### src/verilog/rcpe_pkg.sv
`default_nettype none
package rcpe_pkg;

  // ***************************************************************
  // Register offsets
  // ***************************************************************
  localparam logic [4:0] RCPE_OFF_CONFIG   = 5'h00; // Radio configuration
  localparam logic [4:0] RCPE_OFF_AUTO_ACK = 5'h01; // Auto-ack pipe enables
  localparam logic [4:0] RCPE_OFF_RX_PIPE  = 5'h02; // Receive pipe enables
  localparam logic [4:0] RCPE_OFF_STATUS   = 5'h07; // Neighbouring status

  // ***************************************************************
  // Field positions, configuration register
  // ***************************************************************
  localparam int RCPE_BIT_RX_MASK   = 6; // Receive-ready mask
  localparam int RCPE_BIT_TX_MASK   = 5; // Transmit-done mask
  localparam int RCPE_BIT_RT_MASK   = 4; // Retry-limit mask
  localparam int RCPE_BIT_CRC_EN    = 3; // CRC enable
  localparam int RCPE_BIT_CRC_LEN   = 2; // CRC length select
  localparam int RCPE_BIT_POWER     = 1; // Power on bit
  localparam int RCPE_BIT_ROLE      = 0; // Primary role select

  // ***************************************************************
  // Field positions, status register
  // ***************************************************************
  localparam int RCPE_BIT_RX_FLAG   = 6; // Receive-ready flag
  localparam int RCPE_BIT_TX_FLAG   = 5; // Transmit-done flag
  localparam int RCPE_BIT_RT_FLAG   = 4; // Retry-limit flag
  localparam logic [3:0] RCPE_STATUS_LOW = 4'he; // Pipe none, fifo ok

  // ***************************************************************
  // Reset values
  // ***************************************************************
  localparam logic [7:0] RCPE_RST_CONFIG   = 8'h08; // CRC on only
  localparam logic [5:0] RCPE_RST_AUTO_ACK = 6'h3f; // All pipes ack
  localparam logic [5:0] RCPE_RST_RX_PIPE  = 6'h03; // Pipes 0 and 1

  // ***************************************************************
  // Command opcodes, upper three bits of the command byte
  // ***************************************************************
  localparam logic [2:0] RCPE_OP_READ  = 3'h0; // Read register
  localparam logic [2:0] RCPE_OP_WRITE = 3'h1; // Write register

  // ***************************************************************
  // Carriers
  // ***************************************************************
  // One received byte from the serial port
  typedef struct packed {
    logic       frame_start; // Chip select just fell
    logic       done;        // Eighth bit taken
    logic [7:0] data;        // Byte, MSB received first
  } rcpe_spi_byte_t;

  // Configuration seen by the radio core
  typedef struct packed {
    logic       crc_enable;          // Effective CRC enable
    logic       crc_length_select;   // 0 one byte, 1 two bytes
    logic       power_on_bit;        // 1 powered up
    logic       primary_role_select; // 1 receiver, 0 transmitter
    logic [5:0] auto_ack_pipe;       // Per-pipe auto-ack
    logic [5:0] rx_enable_pipe;      // Per-pipe receive enable
  } rcpe_cfg_t;

endpackage
`default_nettype wire

### src/verilog/rcpe_regs.sv
`timescale 1ns/1ps
`default_nettype none
// Notes on behaviour
// - Receive-ready mask bit 6 gates interrupt
// - Transmit-done mask bit 5 gates interrupt
// - Retry-limit mask bit 4 gates interrupt
// - CRC enable resets 1, forced by auto-ack
// - Bit 2 picks one or two CRC bytes
// - Bit 1 powers device up or down
// - Bit 0 selects receiver or transmitter role
// - Auto-ack bits 0..5 enable pipes 0..5
// - Auto-ack resets all ones, reserved zero
// - Receive enable bits gate pipe acceptance
// - Receive enables reset pipes 0,1 only
// - Flags set by event, cleared writing one
module rcpe_regs
  import rcpe_pkg::*;
#(
  parameter int PIPES = 6 // Data pipes served
)(
  input  wire logic       clk,
  input  wire logic       reset_n,
  input  wire logic       spi_sck,
  input  wire logic       spi_csn_n,
  input  wire logic       spi_mosi,
  output logic            spi_miso_o,
  output logic            spi_miso_oe,
  input  wire logic       rx_ready_event,
  input  wire logic       tx_done_event,
  input  wire logic       retry_limit_event,
  input  wire logic [2:0] rx_packet_pipe,
  input  wire logic       rx_packet_valid,
  output logic            rx_packet_accept,
  output logic            irq_n,
  output var  rcpe_cfg_t  cfg
);

  // ***************************************************************
  // Parameter check
  // ***************************************************************
  if (PIPES != 6)
  begin : g_bad_pipes
    $error("PIPES must be six");
  end

  // ***************************************************************
  // Serial port
  // ***************************************************************
  rcpe_spi_byte_t rx;      // Received byte stream
  logic [7:0]     tx_byte; // Next byte to send

  rcpe_spi_port #(
    .SYNC_STAGES (2)
  ) u_port (
    .clk     (clk),
    .reset_n (reset_n),
    .sck     (spi_sck),
    .csn_n   (spi_csn_n),
    .mosi    (spi_mosi),
    .tx_byte (tx_byte),
    .rx      (rx),
    .miso_o  (spi_miso_o),
    .miso_oe (spi_miso_oe)
  );

  // ***************************************************************
  // Command tracking
  // ***************************************************************
  logic       cmd_valid_q; // Command byte taken this frame
  logic [7:0] cmd_q;       // Command byte
  logic       data_seen_q; // First data byte already taken
  logic       wr_stb;      // Register write strobe
  logic [4:0] cmd_addr;    // Addressed register

  // Latch command, mark first data byte
  always_ff @(posedge clk)
  begin
    if (!reset_n)
    begin
      cmd_valid_q <= 1'b0;
      cmd_q       <= 8'h00;
      data_seen_q <= 1'b0;
    end
    else if (rx.frame_start)
    begin
      // Fresh frame
      cmd_valid_q <= 1'b0;
      data_seen_q <= 1'b0;
    end
    else if (rx.done)
    begin
      if (!cmd_valid_q)
      begin
        cmd_valid_q <= 1'b1;
        cmd_q       <= rx.data;
      end
      else
      begin
        data_seen_q <= 1'b1;
      end
    end
  end

  assign cmd_addr = cmd_q[4:0];
  // Only the first data byte after a write command stores
  assign wr_stb = rx.done && cmd_valid_q && !data_seen_q
                  && cmd_q[7:5] == RCPE_OP_WRITE;

  // Strobe for one register
  function automatic logic wr_hit(input logic stb,
                                  input logic [4:0] addr,
                                  input logic [4:0] off);
    wr_hit = stb && addr == off;
  endfunction

  // ***************************************************************
  // Configuration register
  // ***************************************************************
  logic rx_mask_q;  // Receive-ready mask
  logic tx_mask_q;  // Transmit-done mask
  logic rt_mask_q;  // Retry-limit mask
  logic crc_en_q;   // Stored CRC enable
  logic crc_len_q;  // CRC length select
  logic power_q;    // Power on bit
  logic role_q;     // Primary role select

  // Reserved bit 7 is not stored and reads zero
  always_ff @(posedge clk)
  begin
    if (!reset_n)
    begin
      rx_mask_q <= RCPE_RST_CONFIG[RCPE_BIT_RX_MASK];
      tx_mask_q <= RCPE_RST_CONFIG[RCPE_BIT_TX_MASK];
      rt_mask_q <= RCPE_RST_CONFIG[RCPE_BIT_RT_MASK];
      crc_en_q  <= RCPE_RST_CONFIG[RCPE_BIT_CRC_EN];
      crc_len_q <= RCPE_RST_CONFIG[RCPE_BIT_CRC_LEN];
      power_q   <= RCPE_RST_CONFIG[RCPE_BIT_POWER];
      role_q    <= RCPE_RST_CONFIG[RCPE_BIT_ROLE];
    end
    else if (wr_hit(wr_stb, cmd_addr, RCPE_OFF_CONFIG))
    begin
      rx_mask_q <= rx.data[RCPE_BIT_RX_MASK];
      tx_mask_q <= rx.data[RCPE_BIT_TX_MASK];
      rt_mask_q <= rx.data[RCPE_BIT_RT_MASK];
      crc_en_q  <= rx.data[RCPE_BIT_CRC_EN];
      crc_len_q <= rx.data[RCPE_BIT_CRC_LEN];
      power_q   <= rx.data[RCPE_BIT_POWER];
      role_q    <= rx.data[RCPE_BIT_ROLE];
    end
  end

  // ***************************************************************
  // Pipe enable registers
  // ***************************************************************
  logic [PIPES-1:0] auto_ack_q; // Auto-ack per pipe
  logic [PIPES-1:0] rx_pipe_q;  // Receive enable per pipe

  // Auto-ack enables, upper reserved bits dropped
  always_ff @(posedge clk)
  begin
    if (!reset_n)
    begin
      auto_ack_q <= RCPE_RST_AUTO_ACK;
    end
    else if (wr_hit(wr_stb, cmd_addr, RCPE_OFF_AUTO_ACK))
    begin
      auto_ack_q <= rx.data[PIPES-1:0];
    end
  end

  // Receive enables, upper reserved bits dropped
  always_ff @(posedge clk)
  begin
    if (!reset_n)
    begin
      rx_pipe_q <= RCPE_RST_RX_PIPE;
    end
    else if (wr_hit(wr_stb, cmd_addr, RCPE_OFF_RX_PIPE))
    begin
      rx_pipe_q <= rx.data[PIPES-1:0];
    end
  end

  // ***************************************************************
  // Event flags
  // ***************************************************************
  logic [2:0] flags_q;   // Receive, transmit, retry flags
  logic [2:0] flag_set;  // Incoming events
  logic [2:0] flag_clr;  // Write-one-to-clear bits

  assign flag_set = {rx_ready_event, tx_done_event, retry_limit_event};
  assign flag_clr = wr_hit(wr_stb, cmd_addr, RCPE_OFF_STATUS)
                    ? rx.data[RCPE_BIT_RX_FLAG:RCPE_BIT_RT_FLAG]
                    : 3'h0;

  // Set beats clear in the same cycle
  always_ff @(posedge clk)
  begin
    if (!reset_n)
    begin
      flags_q <= 3'h0;
    end
    else
    begin
      flags_q <= flag_set | (flags_q & ~flag_clr);
    end
  end

  // ***************************************************************
  // Interrupt pin
  // ***************************************************************
  // Active low while any unmasked flag stands
  always_ff @(posedge clk)
  begin
    if (!reset_n)
    begin
      irq_n <= 1'b1;
    end
    else
    begin
      irq_n <= !((flags_q[2] && !rx_mask_q)
              || (flags_q[1] && !tx_mask_q)
              || (flags_q[0] && !rt_mask_q));
    end
  end

  // ***************************************************************
  // Outputs to radio core
  // ***************************************************************
  logic crc_eff; // CRC enable as seen and read

  assign crc_eff = crc_en_q || (|auto_ack_q);

  // Registered configuration view
  always_ff @(posedge clk)
  begin
    if (!reset_n)
    begin
      cfg              <= '0;
      rx_packet_accept <= 1'b0;
    end
    else
    begin
      cfg.crc_enable          <= crc_eff;
      cfg.crc_length_select   <= crc_len_q;
      cfg.power_on_bit        <= power_q;
      cfg.primary_role_select <= role_q;
      cfg.auto_ack_pipe       <= auto_ack_q;
      cfg.rx_enable_pipe      <= rx_pipe_q;
      // Packet accepted only on an enabled pipe
      rx_packet_accept <= rx_packet_valid
                          && rx_packet_pipe < 3'(PIPES)
                          && rx_pipe_q[rx_packet_pipe];
    end
  end

  // ***************************************************************
  // Read data
  // ***************************************************************
  logic [7:0] status_byte; // Status as shifted out
  logic [7:0] rd_data;     // Addressed register

  assign status_byte = {1'b0, flags_q, RCPE_STATUS_LOW};

  // Reserved bits read zero; unmapped reads zero
  always_comb
  begin
    rd_data = 8'h00;
    case (cmd_addr)
      RCPE_OFF_CONFIG:
        rd_data = {1'b0, rx_mask_q, tx_mask_q, rt_mask_q,
                   crc_eff, crc_len_q, power_q, role_q};
      RCPE_OFF_AUTO_ACK:
        rd_data = {2'h0, auto_ack_q};
      RCPE_OFF_RX_PIPE:
        rd_data = {2'h0, rx_pipe_q};
      RCPE_OFF_STATUS:
        rd_data = status_byte;
      default:
        rd_data = 8'h00;
    endcase
  end

  // Status at frame open (old command may still be latched)
  always_comb
  begin
    if (!cmd_valid_q || !spi_miso_oe)
    begin
      tx_byte = status_byte;
    end
    else if (cmd_q[7:5] == RCPE_OP_READ)
    begin
      tx_byte = rd_data;
    end
    else
    begin
      tx_byte = 8'h00;
    end
  end

endmodule // rcpe_regs
`default_nettype wire

### src/verilog/rcpe_spi_port.sv
`timescale 1ns/1ps
`default_nettype none
module rcpe_spi_port
  import rcpe_pkg::*;
#(
  parameter int SYNC_STAGES = 2 // Synchroniser depth for pins
)(
  input  wire logic           clk,
  input  wire logic           reset_n,
  input  wire logic           sck,
  input  wire logic           csn_n,
  input  wire logic           mosi,
  input  wire logic [7:0]     tx_byte,
  output var  rcpe_spi_byte_t rx,
  output logic                miso_o,
  output logic                miso_oe
);

  // ***************************************************************
  // Parameter check
  // ***************************************************************
  if (SYNC_STAGES < 2)
  begin : g_bad_sync
    $error("SYNC_STAGES must be at least two");
  end

  // ***************************************************************
  // Pin synchronisers
  // ***************************************************************
  logic [SYNC_STAGES-1:0] sck_sync_q;  // Clock pin chain
  logic [SYNC_STAGES-1:0] csn_sync_q;  // Select pin chain
  logic [SYNC_STAGES-1:0] mosi_sync_q; // Data pin chain
  logic                   sck_prev_q;  // Last synced clock
  logic                   csn_prev_q;  // Last synced select
  logic                   sck_s;       // Synced clock
  logic                   csn_s;       // Synced select
  logic                   mosi_s;      // Synced data
  logic                   rise;        // Sampling edge
  logic                   fall;        // Shifting edge
  logic                   start;       // Frame opens

  // Shift pins in; only the last stage is read
  always_ff @(posedge clk)
  begin
    if (!reset_n)
    begin
      sck_sync_q  <= '0;
      csn_sync_q  <= '1;
      mosi_sync_q <= '0;
      sck_prev_q  <= 1'b0;
      csn_prev_q  <= 1'b1;
    end
    else
    begin
      sck_sync_q  <= {sck_sync_q[SYNC_STAGES-2:0], sck};
      csn_sync_q  <= {csn_sync_q[SYNC_STAGES-2:0], csn_n};
      mosi_sync_q <= {mosi_sync_q[SYNC_STAGES-2:0], mosi};
      sck_prev_q  <= sck_s;
      csn_prev_q  <= csn_s;
    end
  end

  assign sck_s  = sck_sync_q[SYNC_STAGES-1];
  assign csn_s  = csn_sync_q[SYNC_STAGES-1];
  assign mosi_s = mosi_sync_q[SYNC_STAGES-1];
  assign rise   = !csn_s && sck_s && !sck_prev_q;
  assign fall   = !csn_s && !sck_s && sck_prev_q;
  assign start  = !csn_s && csn_prev_q;

  // ***************************************************************
  // Receive shifter
  // ***************************************************************
  logic [2:0] bit_cnt_q;  // Bits taken in this byte
  logic [6:0] rx_sh_q;    // Partial byte
  logic       load_q;     // Reload transmit byte at next fall

  // Sample on rising edge, report whole bytes
  always_ff @(posedge clk)
  begin
    if (!reset_n)
    begin
      bit_cnt_q <= 3'h0;
      rx_sh_q   <= 7'h00;
      rx        <= '0;
    end
    else
    begin
      rx.frame_start <= start;
      rx.done        <= 1'b0;
      if (start)
      begin
        // New frame restarts byte alignment
        bit_cnt_q <= 3'h0;
      end
      else if (rise)
      begin
        rx_sh_q   <= {rx_sh_q[5:0], mosi_s};
        bit_cnt_q <= bit_cnt_q + 3'h1;
        if (bit_cnt_q == 3'h7)
        begin
          // Byte complete
          rx.done <= 1'b1;
          rx.data <= {rx_sh_q, mosi_s};
        end
      end
    end
  end

  // ***************************************************************
  // Transmit shifter
  // ***************************************************************
  logic [7:0] tx_sh_q; // Outgoing byte, MSB first

  // Load at frame start and after each byte, shift on fall
  always_ff @(posedge clk)
  begin
    if (!reset_n)
    begin
      tx_sh_q <= 8'h00;
      load_q  <= 1'b0;
      miso_o  <= 1'b0;
      miso_oe <= 1'b0;
    end
    else
    begin
      miso_oe <= !csn_s;
      miso_o  <= tx_sh_q[7];
      if (start)
      begin
        // First byte out is the status byte
        tx_sh_q <= tx_byte;
        load_q  <= 1'b0;
      end
      else if (rise && bit_cnt_q == 3'h7)
      begin
        // Wait for parent to decode before loading
        load_q <= 1'b1;
      end
      else if (fall)
      begin
        if (load_q)
        begin
          tx_sh_q <= tx_byte;
          load_q  <= 1'b0;
        end
        else
        begin
          tx_sh_q <= {tx_sh_q[6:0], 1'b0};
        end
      end
    end
  end

endmodule // rcpe_spi_port
`default_nettype wire

### config.mk
export PLATFORM = sky130hd
export DESIGN_NAME = rcpe_regs
export DESIGN_NICKNAME = d
export VERILOG_FILES = /design/src/verilog/rcpe_pkg.sv /design/src/verilog/rcpe_regs.sv /design/src/verilog/rcpe_spi_port.sv
export SDC_FILE = /design/constraint.sdc
export NUM_CORES = 1
export LEC_CHECK = 0
export BUFFER_PORTS_ARGS = -buffer_cell sky130_fd_sc_hd__buf_2
export CELL_PAD_IN_SITES_DETAIL_PLACEMENT = 1
export CELL_PAD_IN_SITES_GLOBAL_PLACEMENT = 1
export CORE_ASPECT_RATIO = 1.2
export CORE_MARGIN = 2
export CORE_UTILIZATION = 40
export CTS_CLUSTER_SIZE = 8
export DETAILED_ROUTE_END_ITERATION = 6
export PLACE_DENSITY_LB_ADDON = 0.2
export SYNTH_ARGS = -nofsm -noshare
export SYNTH_HDL_FRONTEND = slang
export SYNTH_SLANG_ARGS = --single-unit
### constraint.sdc
create_clock -name clk -period 1.6 [get_ports clk]
set_input_delay 0.32 -clock clk [delete_from_list [all_inputs] [get_ports clk]]
set_output_delay 0.32 -clock clk [all_outputs]
set_load 0.02 [all_outputs]
==> flow_metrics.env, run 1 <==
export IMPL_die_area_mm2=0.00970
export IMPL_drcViolationCount=0
export IMPL_drt_pre_antenna_iters=4
export IMPL_worst_ep_required_time_ns=1.87
export IMPL_count_of_cell_types_in_the_netlist=53
export IMPL_place_hpwl_um=6610
export IMPL_layout_filler_cells=1024
export IMPL_report_final_setup_viol=0
export IMPL_start_util_pct=41.4
export IMPL_grt_pass1_vias=2994
export IMPL_cp_data_arrival_time_ns=1.83
export IMPL_synth_seq_cells=89
export IMPL_power_leakage_nw=1.81
export IMPL_num_rows=37
export IMPL_cp_start_kind="register"
export IMPL_timing_critical_path_buf_inv=0
export IMPL_syn_instance_count=381
export IMPL_min_delay_path_class="input port to register"
export IMPL_ys_async_sr_fraction_pct=0
export IMPL_path_delay_family="simple AND/OR/NAND/NOR gates"
export IMPL_grt_first_pass_wirelength_um=15200
export IMPL_drive_above_1_share_pct=22.7
export IMPL_antenna_diode_count=0
export IMPL_relSlewSlack_pct=73.6
export IMPL_multi_input_comb_area_mm2=0.00169
export IMPL_route_detailed_vias_per_inst=5.24
export IMPL_synth_edff_count=0
export IMPL_h_tree_depth=3
export IMPL_totalWireLength_um=9240
export IMPL_synth_flop_cell="sky130_fd_sc_hd__dfxtp_1"
export IMPL_path_class="register to register"
export IMPL_tritoncts_num_buffers=9
export IMPL_layout_cell_area_non_filler_mm2=0.00433
export IMPL_max_slew_worst_pin_slew_ns=0.395
export IMPL_clock_tree_root_cell="sky130_fd_sc_hd__clkbuf_8"
export IMPL_vert_die_dim_um=107
export IMPL_worst_path_fanout_max=3
export IMPL_synthesized_area_per_cell_um2=9.37
export IMPL_grt_setup_unrepaired="true"
export IMPL_initialDrtViolationCount=98
export IMPL_grt_start_max_net_pins=32
export IMPL_synth_seq_area_share_pct=49.9
export IMPL_clk_insertion_delay_late_ns=0.36
export IMPL_grt_antenna_before_repair=0
export IMPL_postRouteAntennaNets=0
export IMPL_power_density_mw_per_mm2=995
export IMPL_timing_final_hold_violations=0
export IMPL_port_buffer_count=31
export IMPL_register_area_mm2=0.00179
export IMPL_maxClockFrequency_mhz=643
export IMPL_place_area_mm2=0.00402
export IMPL_max_cap_violations=0
export IMPL_worst_path_largest_cell_delay_ns=0.56
export IMPL_route_detailed_wl_per_inst_um=16.6
export IMPL_maximum_vdd_drop_mv=0.459
export IMPL_finalClockSkew_ns=0.00729
export IMPL_synth_fp_nets=395
export IMPL_worst_path_max_delay_cell="sky130_fd_sc_hd__or4_4"
export IMPL_groute_usage_overall_pct=20.2
export IMPL_clkTransAtPathRegs_ns=0.09
export IMPL_fp_dieW_um=90.2
export IMPL_slew_violations=0
export IMPL_place_gp_congestion=0.862
export IMPL_post_layout_total_power_mw=4.31
export IMPL_grt_ovfl_total=0
export IMPL_floorplan_core_area_mm2=0.00861
export IMPL_end_kind="register"
export IMPL_yosysWarningCount=0
export IMPL_layout_worst_path_cycle_share_pct=97.2
export IMPL_cts_buffer_depth=2
export IMPL_io_pin_count=32
export IMPL_crit_path_cell_trace="or4_4 -> nor4_4 -> nand2_1 -> a311oi_1"
export IMPL_area_growth_syn_to_layout_pct=21.4
export IMPL_period_needed_ns=1.55
export IMPL_via_count=2918
export IMPL_run_status="finished, final reports clean"
export IMPL_syn_cell_area_mm2=0.00357
export IMPL_fin_nets=449
export IMPL_tritoncts="yes"
export IMPL_cts_sink_count=89
cell usage in the layout, fill, tap and decap left out, types with 2 or more instances in the layout:
cell type                   instances
sky130_fd_sc_hd__a211oi_1           2
sky130_fd_sc_hd__a211oi_2           3
sky130_fd_sc_hd__a21o_1             3
sky130_fd_sc_hd__a21oi_1           23
sky130_fd_sc_hd__a311oi_1           3
sky130_fd_sc_hd__a31oi_1            5
sky130_fd_sc_hd__and2_1            23
sky130_fd_sc_hd__and4_1             2
sky130_fd_sc_hd__buf_2             31
sky130_fd_sc_hd__buf_4             27
sky130_fd_sc_hd__buf_6              3
sky130_fd_sc_hd__bufinv_16          3
sky130_fd_sc_hd__clkbuf_8          10
sky130_fd_sc_hd__dfxtp_1           85
sky130_fd_sc_hd__dfxtp_2            3
sky130_fd_sc_hd__ha_1               2
sky130_fd_sc_hd__inv_1             13
sky130_fd_sc_hd__mux2i_1           37
sky130_fd_sc_hd__nand2_1           44
sky130_fd_sc_hd__nand2b_1           4
sky130_fd_sc_hd__nand3_1           14
sky130_fd_sc_hd__nand4_1            3
sky130_fd_sc_hd__nor2_1            35
sky130_fd_sc_hd__nor2b_1            2
sky130_fd_sc_hd__nor3_1             5
sky130_fd_sc_hd__nor3b_1            3
sky130_fd_sc_hd__nor4_4             2
sky130_fd_sc_hd__o21ai_0            8
sky130_fd_sc_hd__o21ai_1            3
sky130_fd_sc_hd__o2bb2ai_1          3
sky130_fd_sc_hd__or3_1              4
cell families (layout without fill, tap and decap cells):
| family | Yosys count | in the layout | synth area share [%] |
|---|---|---|---|
| simple gates | 154 | 154 | 22.5 |
| buf+inv | 32 | 91 | 3.68 |
| mux | 40 | 40 | 11.6 |
| flops | 89 | 89 | 49.9 |
| xor+xnor | 1 | 1 | 0.245 |
| fa+ha+maj | 2 | 2 | 0.701 |
| compound gates | 63 | 63 | 11.3 |
flip-flops by register name (all words and copies together) (netlist names), 2 cells and up:
name / count
u_port.tx_sh_q: 8
cmd_q: 8
u_port.bit_cnt_q: 3
rx_pipe_q: 6
cfg: 16
u_port.rx: 10
u_port.csn_sync_q: 2
auto_ack_q: 6
u_port.mosi_sync_q: 2
flags_q: 3
u_port.sck_sync_q: 2
u_port.rx_sh_q: 7
synth_stat cells, types with 5 or more instances:
cell type	instances	share of area, %
sky130_fd_sc_hd__nor2_1	35	3.7
sky130_fd_sc_hd__a21oi_1	23	3.2
sky130_fd_sc_hd__inv_1	13	1.4
sky130_fd_sc_hd__mux2i_1	38	11
sky130_fd_sc_hd__nor3_1	6	0.84
sky130_fd_sc_hd__nand2_1	44	4.6
sky130_fd_sc_hd__and2_1	23	4.0
sky130_fd_sc_hd__clkbuf_1	14	1.5
sky130_fd_sc_hd__a31oi_1	5	0.88
sky130_fd_sc_hd__dfxtp_1	89	50
sky130_fd_sc_hd__nand3_1	14	2.0
sky130_fd_sc_hd__o21ai_0	10	1.4
power by group:
group,internal (mW),switching (mW)
registers,2.24,0.0180
clock network,1.08,0.800
logic,0.0655,0.107
total,3.39,0.925
through the flow:
| stage | cells | util [%] | setup TNS, ns | hold WS [ns] | worst slack, ns |
|---|---|---|---|---|---|
| floorplan | 381 | - | 0 | 0.386 | 0.00613 |
| global placement | 539 | 46.7 | -0.0513 | 0.390 | -0.0513 |
| detailed placement | 539 | 46.7 | -0.274 | 0.402 | -0.128 |
| CTS | 555 | 49.7 | 0 | 0.121 | 0.000965 |
| global route | 557 | 50.3 | -0.213 | 0.136 | -0.0407 |
| finish | 557 | 50.3 | 0 | 0.134 | 0.0453 |
layer usage:
layer | GRT usage (%) | vias to the layer above | part of all wire (%)
met5 | 0 | - | 0
met4 | 9.45 | 0 | 2.6
met3 | 2.80 | 17 | 1.9
met2 | 37.1 | 38 | 52
met1 | 23.1 | 1431 | 43
li1 | - | 1432 | -
what timing repair did:
action	in CTS	in global routing
endpoints found under the setup margin	7	18
gates resized for setup	6	12
pin swaps	2	3
gates cloned	0	0
setup buffers	0	2
hold buffers	0	0
layout make-up:
class,count,share of cell area [%]
Sequential cell,89,41.3
Multi-Input combinational cell,260,39.1
Clock inverter,5,2.37
Inverter,13,1.13
Tap cell,117,3.38
Clock buffer,11,3.26
Timing Repair Buffer,62,9.50
path summary, 6_finish.rpt:
| kind | slack [ns] | depth (start not counted) | start | to |
|---|---|---|---|---|
| setup / recovery | 0.05 | 4 | cmd_q[3] | u_port.tx_sh_q[5] |
| setup reg to reg | 0.05 | 4 | cmd_q[3] | u_port.tx_sh_q[5] |
| hold / removal | 0.13 | 2 | spi_csn_n | u_port.csn_sync_q[0] |
| hold reg to reg | 0.42 | 1 | u_port.csn_sync_q[0] | u_port.csn_sync_q[1] |
worst reg2reg max path: stages (launching register included):
cell and delay [ns]:
sky130_fd_sc_hd__dfxtp_2 0.33, sky130_fd_sc_hd__or4_4 0.56, sky130_fd_sc_hd__nor4_4 0.22, sky130_fd_sc_hd__nand2_1 0.10, sky130_fd_sc_hd__a311oi_1 0.26
(Power assumes the default switching activity.)
==> run 2: changes to the inputs <==
==> constraint.sdc (replaced) <==
create_clock -name clk -period 1.5 [get_ports clk]
set_input_delay 0.3 -clock clk [delete_from_list [all_inputs] [get_ports clk]]
set_output_delay 0.3 -clock clk [all_outputs]
set_load 0.02 [all_outputs]
==> run 2 against run 1 <==
The run now ends with setup timing left. Critical path type unchanged. Non-clock buffer count rose by 19. Clock skew rose by 0.0011 ns. Hold slack got worse by 0.030 ns. Core utilization rose by 1.8 points. Clock power fell by 7%. Sequential power rose by 7%. Maximum frequency fell by 4.2%. Largest power group unchanged. Sequential cell count did not move. Largest cell class unchanged. Combinational power rose by 13%.
==> flow_metrics.env, run 2 (synthesized netlist as in run 1, its figures left out) <==
export IMPL_run_status="finished with violations"
export IMPL_violations="setup timing"
export IMPL_clkTransAtPathRegs_ns=0.09
export IMPL_timing_final_hold_violations=0
export IMPL_report_final_setup_viol=9
export IMPL_power_leakage_nw=1.89
export IMPL_finalClockSkew_ns=0.00841
export IMPL_drive_above_1_share_pct=27.7
export IMPL_cp_data_arrival_time_ns=1.92
export IMPL_fp_dieW_um=90.2
export IMPL_layout_cell_area_non_filler_mm2=0.00449
export IMPL_reg2reg_capture_point="u_port.tx_sh_q[3]"
export IMPL_largest_register_ff_count=16
export IMPL_r2r_cells=5
export IMPL_grt_antenna_before_repair=0
export IMPL_launching_instance_or_port_of_the_critical_path="cmd_q[4]"
export IMPL_antenna_diode_count=0
export IMPL_place_area_mm2=0.00414
export IMPL_floorplan_core_area_mm2=0.00861
export IMPL_cp_start_kind="register"
export IMPL_groute_usage_overall_pct=20.6
export IMPL_numPlacedInstances=555
export IMPL_maxClockFrequency_mhz=616
export IMPL_start_util_pct=41.4
export IMPL_max_cap_violations=0
export IMPL_maximum_vdd_drop_mv=0.606
export IMPL_totalWireLength_um=9590
export IMPL_layout_filler_cells=1037
export IMPL_slew_violations=0
export IMPL_cts_sink_count=89
export IMPL_layout_worst_path_cycle_share_pct=108
export IMPL_timing_hold_ws_ns=0.104
export IMPL_drt_pre_antenna_iters=4
export IMPL_clk_insertion_delay_late_ns=0.38
export IMPL_grt_ovfl_total=0
export IMPL_worstReg2RegStart="cmd_q[4]"
export IMPL_setup_reg_to_reg_worst_slack_ns=-0.12
export IMPL_highest_metal_layer_with_signal_wires="met4"
export IMPL_max_slew_worst_pin_slew_ns=0.370
export IMPL_clock_tree_root_cell="sky130_fd_sc_hd__clkbuf_8"
export IMPL_met2_wirelength_um=5100
export IMPL_relSlewSlack_pct=75.3
export IMPL_route_detailed_wl_per_inst_um=16.6
export IMPL_timing_critical_path_to="u_port.tx_sh_q[3]"
export IMPL_grt_first_pass_wirelength_um=15400
export IMPL_route_detailed_vias_per_inst=5.19
export IMPL_grt_setup_unrepaired="true"
export IMPL_io_pin_count=32
export IMPL_vert_die_dim_um=107
export IMPL_via_count=2988
export IMPL_end_kind="register"
export IMPL_tritoncts="yes"
export IMPL_place_gp_congestion=0.846
export IMPL_timing_final_ws_setup_ns=-0.123
export IMPL_initialDrtViolationCount=127
export IMPL_worst_path_fanout_max=3
export IMPL_final_cell_mix="sky130_fd_sc_hd__dfxtp_1, sky130_fd_sc_hd__nand2_1, sky130_fd_sc_hd__buf_4"
export IMPL_largest_registers="cfg (16), u_port.rx (10)"
export IMPL_period_needed_ns=1.62
export IMPL_h_tree_depth=3
export IMPL_fin_nets=468
export IMPL_wl_met1_um=3950
export IMPL_drcViolationCount=0
export IMPL_detailedPlace_worstSlack_ns=-0.110
export IMPL_grt_start_max_net_pins=33
export IMPL_area_growth_syn_to_layout_pct=25.8
export IMPL_post_layout_total_power_mw=4.36
export IMPL_grt_pass1_vias=3066
export IMPL_post_cts_hold_buffer_count=0
export IMPL_postRouteAntennaNets=0
export IMPL_cts_buffer_depth=2
export IMPL_count_of_non_filler_cells_in_the_finished_layout=576
export IMPL_layout_cells_most_common="sky130_fd_sc_hd__dfxtp_1"
export IMPL_min_delay_path_class="input port to register"
export IMPL_largest_register="cfg"
export IMPL_final_core_utilization_pct=52.1
export IMPL_tritoncts_num_buffers=9
export IMPL_place_hpwl_um=6930
export IMPL_port_buffer_count=31
export IMPL_worst_ep_required_time_ns=1.79
export IMPL_power_density_mw_per_mm2=971
export IMPL_die_area_mm2=0.00970
export IMPL_detailroute_wirelength_met3_um=259
export IMPL_path_class="register to register"
export IMPL_setup_tns_ns=-0.420
export IMPL_num_rows=37
==> run 2: critical path, cell delays in order, from the launching register on <==
cell and delay [ns]:
sky130_fd_sc_hd__dfxtp_2 0.33, sky130_fd_sc_hd__or4_4 0.58, sky130_fd_sc_hd__nor4_4 0.25, sky130_fd_sc_hd__buf_4 0.18, sky130_fd_sc_hd__a211oi_2 0.03, sky130_fd_sc_hd__a211oi_1 0.17
==> run 2: what timing repair did <==
action,4_1_cts,5_1_grt
buffers inserted,3,1
gates cloned,0,1
pin swaps,13,14
setup endpoints to repair,17,25
resized for setup,10,22
==> run 2: routing by layer <==
metal	up-vias	global-route usage (%)
met1	1445	22.6
met3	23	2.80
met5	-	0
met2	49	38.5
li1	1471	-
met4	0	11.1
==> run 2: area by class of cell <==
cell class	count	area, µm²	area share [%]
timing repair buffer	81	567	12.6
inverter	13	48.8	1.09
tap	117	146	3.26
multi-input combinational	260	1730	38.5
clock buffer	9	124	2.76
sequential	89	1790	39.9
clock inverter	7	83.8	1.87
==> run 2: worst min path at each step <==
stage               depth (start not counted)  slack [ns]                    to                 start
global route                                2        0.11  u_port.csn_sync_q[0]             spi_csn_n
detailed placement                          1        0.40  u_port.csn_sync_q[1]  u_port.csn_sync_q[0]
floorplan                                   1        0.39  u_port.csn_sync_q[1]  u_port.csn_sync_q[0]
CTS                                         2         0.1  u_port.csn_sync_q[0]             spi_csn_n
finish                                      2        0.10  u_port.csn_sync_q[0]             spi_csn_n
global placement                            1        0.39  u_port.csn_sync_q[1]  u_port.csn_sync_q[0]
==> run 2: power by group <==
group | switching (mW) | internal [mW]
clock | 0.950 | 0.802
combinational | 0.117 | 0.0775
sequential | 0.0193 | 2.39
total | 1.09 | 3.27
==> run 3: changes to the inputs <==
--- a/config.mk
+++ b/config.mk
@@ -13,7 +13,7 @@
 export CORE_UTILIZATION = 40
 export CTS_CLUSTER_SIZE = 8
 export DETAILED_ROUTE_END_ITERATION = 6
-export PLACE_DENSITY_LB_ADDON = 0.2
+export PLACE_DENSITY = 0.76
 export SYNTH_ARGS = -nofsm -noshare
 export SYNTH_HDL_FRONTEND = slang
 export SYNTH_SLANG_ARGS = --single-unit
==> run 3 against run 2 <==
The run still ends with setup timing left. Combinational power hardly changed. Clock power decreased by 6%. Critical path depth fell by 1. Power is 2.4% lower. First-iteration DRC count down 28%. Register-to-register slack about the same. Design area fell by 1.5%. Clock skew grew 0.0025 ns. Core utilization decreased by 0.78 points. Sequential share of layout area rose by 0.67 points. Clock-buffer cell count is 2 higher. Die area unchanged. Critical endpoint is now u_port.tx_sh_q[4]. Largest cell class unchanged.
==> flow_metrics.env, run 3 (synthesized netlist as in run 1, its figures left out) <==
export IMPL_grt_antenna_before_repair=0
export IMPL_grt_pass1_vias=3028
export IMPL_report_final_setup_viol=13
export IMPL_power_density_mw_per_mm2=962
export IMPL_min_from="spi_csn_n"
export IMPL_worst_path_fanout_max=3
export IMPL_max_slew_worst_pin_slew_ns=0.480
export IMPL_totalWireLength_um=9630
export IMPL_worst_path_largest_cell_delay_ns=0.58
export IMPL_place_gp_congestion=0.864
export IMPL_timing_critical_path_buf_inv=0
export IMPL_fin_nets=460
export IMPL_io_pin_count=32
export IMPL_final_core_utilization_pct=51.3
export IMPL_initialDrtViolationCount=91
export IMPL_largest_register_ff_count=16
export IMPL_post_layout_total_power_mw=4.25
export IMPL_worst_ep_required_time_ns=1.77
export IMPL_timing_final_hold_violations=0
export IMPL_violations="setup timing"
export IMPL_cts_buffer_depth=2
export IMPL_total_switching_power_uw=971
export IMPL_route_detailed_wl_per_inst_um=17.0
export IMPL_drive_above_1_share_pct=26.8
export IMPL_largest_registers="cfg (16), u_port.rx (10)"
export IMPL_power_leakage_nw=1.86
export IMPL_cp_data_arrival_time_ns=1.91
export IMPL_layout_worst_path_cycle_share_pct=109
export IMPL_route_detailed_vias_per_inst=5.27
export IMPL_floorplan_core_area_mm2=0.00861
export IMPL_area_growth_syn_to_layout_pct=23.9
export IMPL_groute_usage_overall_pct=20.1
export IMPL_tritoncts="yes"
export IMPL_fp_dieW_um=90.2
export IMPL_via_count=2993
export IMPL_path_class="register to register"
export IMPL_place_hpwl_um=6580
export IMPL_drcViolationCount=0
export IMPL_cts_sink_count=89
export IMPL_seqPwrFrac_pct=56.7
export IMPL_grt_start_max_net_pins=40
export IMPL_end_kind="register"
export IMPL_internal_power_mw=3.28
export IMPL_clockPowerShare_pct=38.7
export IMPL_largest_register="cfg"
export IMPL_power_switching_fraction_pct=22.8
export IMPL_h_tree_depth=3
export IMPL_finalClockSkew_ns=0.0109
export IMPL_num_rows=37
export IMPL_maximum_vdd_drop_mv=0.540
export IMPL_worstReg2RegStart="cmd_q[6]"
export IMPL_min_delay_path_class="input port to register"
export IMPL_final_cell_mix="sky130_fd_sc_hd__dfxtp_1, sky130_fd_sc_hd__nand2_1, sky130_fd_sc_hd__mux2i_1"
export IMPL_max_cap_violations=0
export IMPL_clock_tree_root_cell="sky130_fd_sc_hd__clkbuf_8"
export IMPL_run_status="finished with violations"
export IMPL_combinationalPowerShare_pct=4.5
export IMPL_multi_input_comb_area_mm2=0.00172
export IMPL_postRouteAntennaNets=0
export IMPL_clk_insertion_delay_late_ns=0.36
export IMPL_port_buffer_count=31
export IMPL_layout_cells_most_common="sky130_fd_sc_hd__dfxtp_1"
export IMPL_grt_ovfl_total=0
export IMPL_layout_filler_cells=1004
export IMPL_period_needed_ns=1.63
export IMPL_die_area_mm2=0.00970
export IMPL_clkTransAtPathRegs_ns=0.08
export IMPL_grt_first_pass_wirelength_um=15400
export IMPL_launching_instance_or_port_of_the_critical_path="cmd_q[6]"
export IMPL_path_delay_family="simple AND/OR/NAND/NOR gates"
export IMPL_vert_die_dim_um=107
export IMPL_worst_path_max_delay_cell="sky130_fd_sc_hd__or4_4"
export IMPL_grt_setup_unrepaired="true"
export IMPL_drt_pre_antenna_iters=4
export IMPL_start_util_pct=41.4
export IMPL_slew_violations=0
export IMPL_antenna_diode_count=0
export IMPL_detailedPlace_worstSlack_ns=-0.0759
export IMPL_timing_final_ws_setup_ns=-0.133
export IMPL_maxClockFrequency_mhz=612
export IMPL_relSlewSlack_pct=67.7
export IMPL_register_area_mm2=0.00179
export IMPL_cp_start_kind="register"
export IMPL_tritoncts_num_buffers=9
export IMPL_setup_tns_ns=-0.588
export IMPL_crit_path_cell_trace="or4_4 -> nor4_4 -> nand2_1 -> a311oi_2"
## run 3: changes by cell type in the layout (fill, tap and decap cells not counted), sizes merged
| cell | change |
|---|---|
| clkbuf | +2 |
| clkinvlp | -1 |
| buf | -8 |
| inv | -3 |
| clkinv | +2 |
## run 3: area by class of cell
cell class,instances,share of cell area [%]
tap,117,3.31
inverter,13,1.10
clock buffer,11,3.20
timing repair buffer,73,11.6
multi-input combinational,260,39.0
sequential,89,40.6
clock inverter,5,1.22
## run 3: what timing repair did
action,in CTS,in global routing
resized for setup,10,24
setup endpoints to repair,18,25
cloned,0,0
pin swaps,2,8
setup buffers,3,2
hold buffers,0,0
## run 3: metrics by stage
stage               std cells  hold slack, ns  instance area (µm²)
finish                    568           0.120                 4420
global route              568           0.128                 4420
CTS                       566           0.104                 4320
detailed placement        547           0.404                 4080
global placement          547           0.389                 4080
floorplan                 381           0.386                 3570
## run 3: per-layer routing
| metal | vias up | routed length (µm) | GRT usage (%) |
|---|---|---|---|
| li1 | 1454 | - | - |
| met1 | 1456 | 4030 | 23.0 |
| met2 | 55 | 4940 | 36.1 |
| met3 | 28 | 233 | 3.71 |
| met4 | 0 | 422 | 9.78 |
| met5 | - | 0 | 0 |
## run 3: worst register-to-register path, stage by stage (launching register included)
cell                       delay, ns
sky130_fd_sc_hd__dfxtp_2        0.33
sky130_fd_sc_hd__or4_4          0.58
sky130_fd_sc_hd__nor4_4         0.22
sky130_fd_sc_hd__nand2_1        0.16
sky130_fd_sc_hd__a311oi_2       0.27
## run 3: power by group through the flow
| stage | sequential [mW] | clock [mW] | combinational, mW |
|---|---|---|---|
| floorplan | 2.49 | 0 | 0.0916 |
| global placement | 2.47 | 0 | 0.183 |
| detailed placement | 2.47 | 0 | 0.189 |
| CTS | 2.41 | 1.69 | 0.190 |
| global route | 2.42 | 1.81 | 0.211 |
| finish | 2.41 | 1.65 | 0.193 |
## run 3: final timing paths
kind	endpoint	slack [ns]	cells past startpoint
min	u_port.csn_sync_q[0]	0.12	2
min reg2reg	u_port.csn_sync_q[1]	0.42	1
max	u_port.tx_sh_q[4]	-0.13	4
max reg2reg	u_port.tx_sh_q[4]	-0.13	4
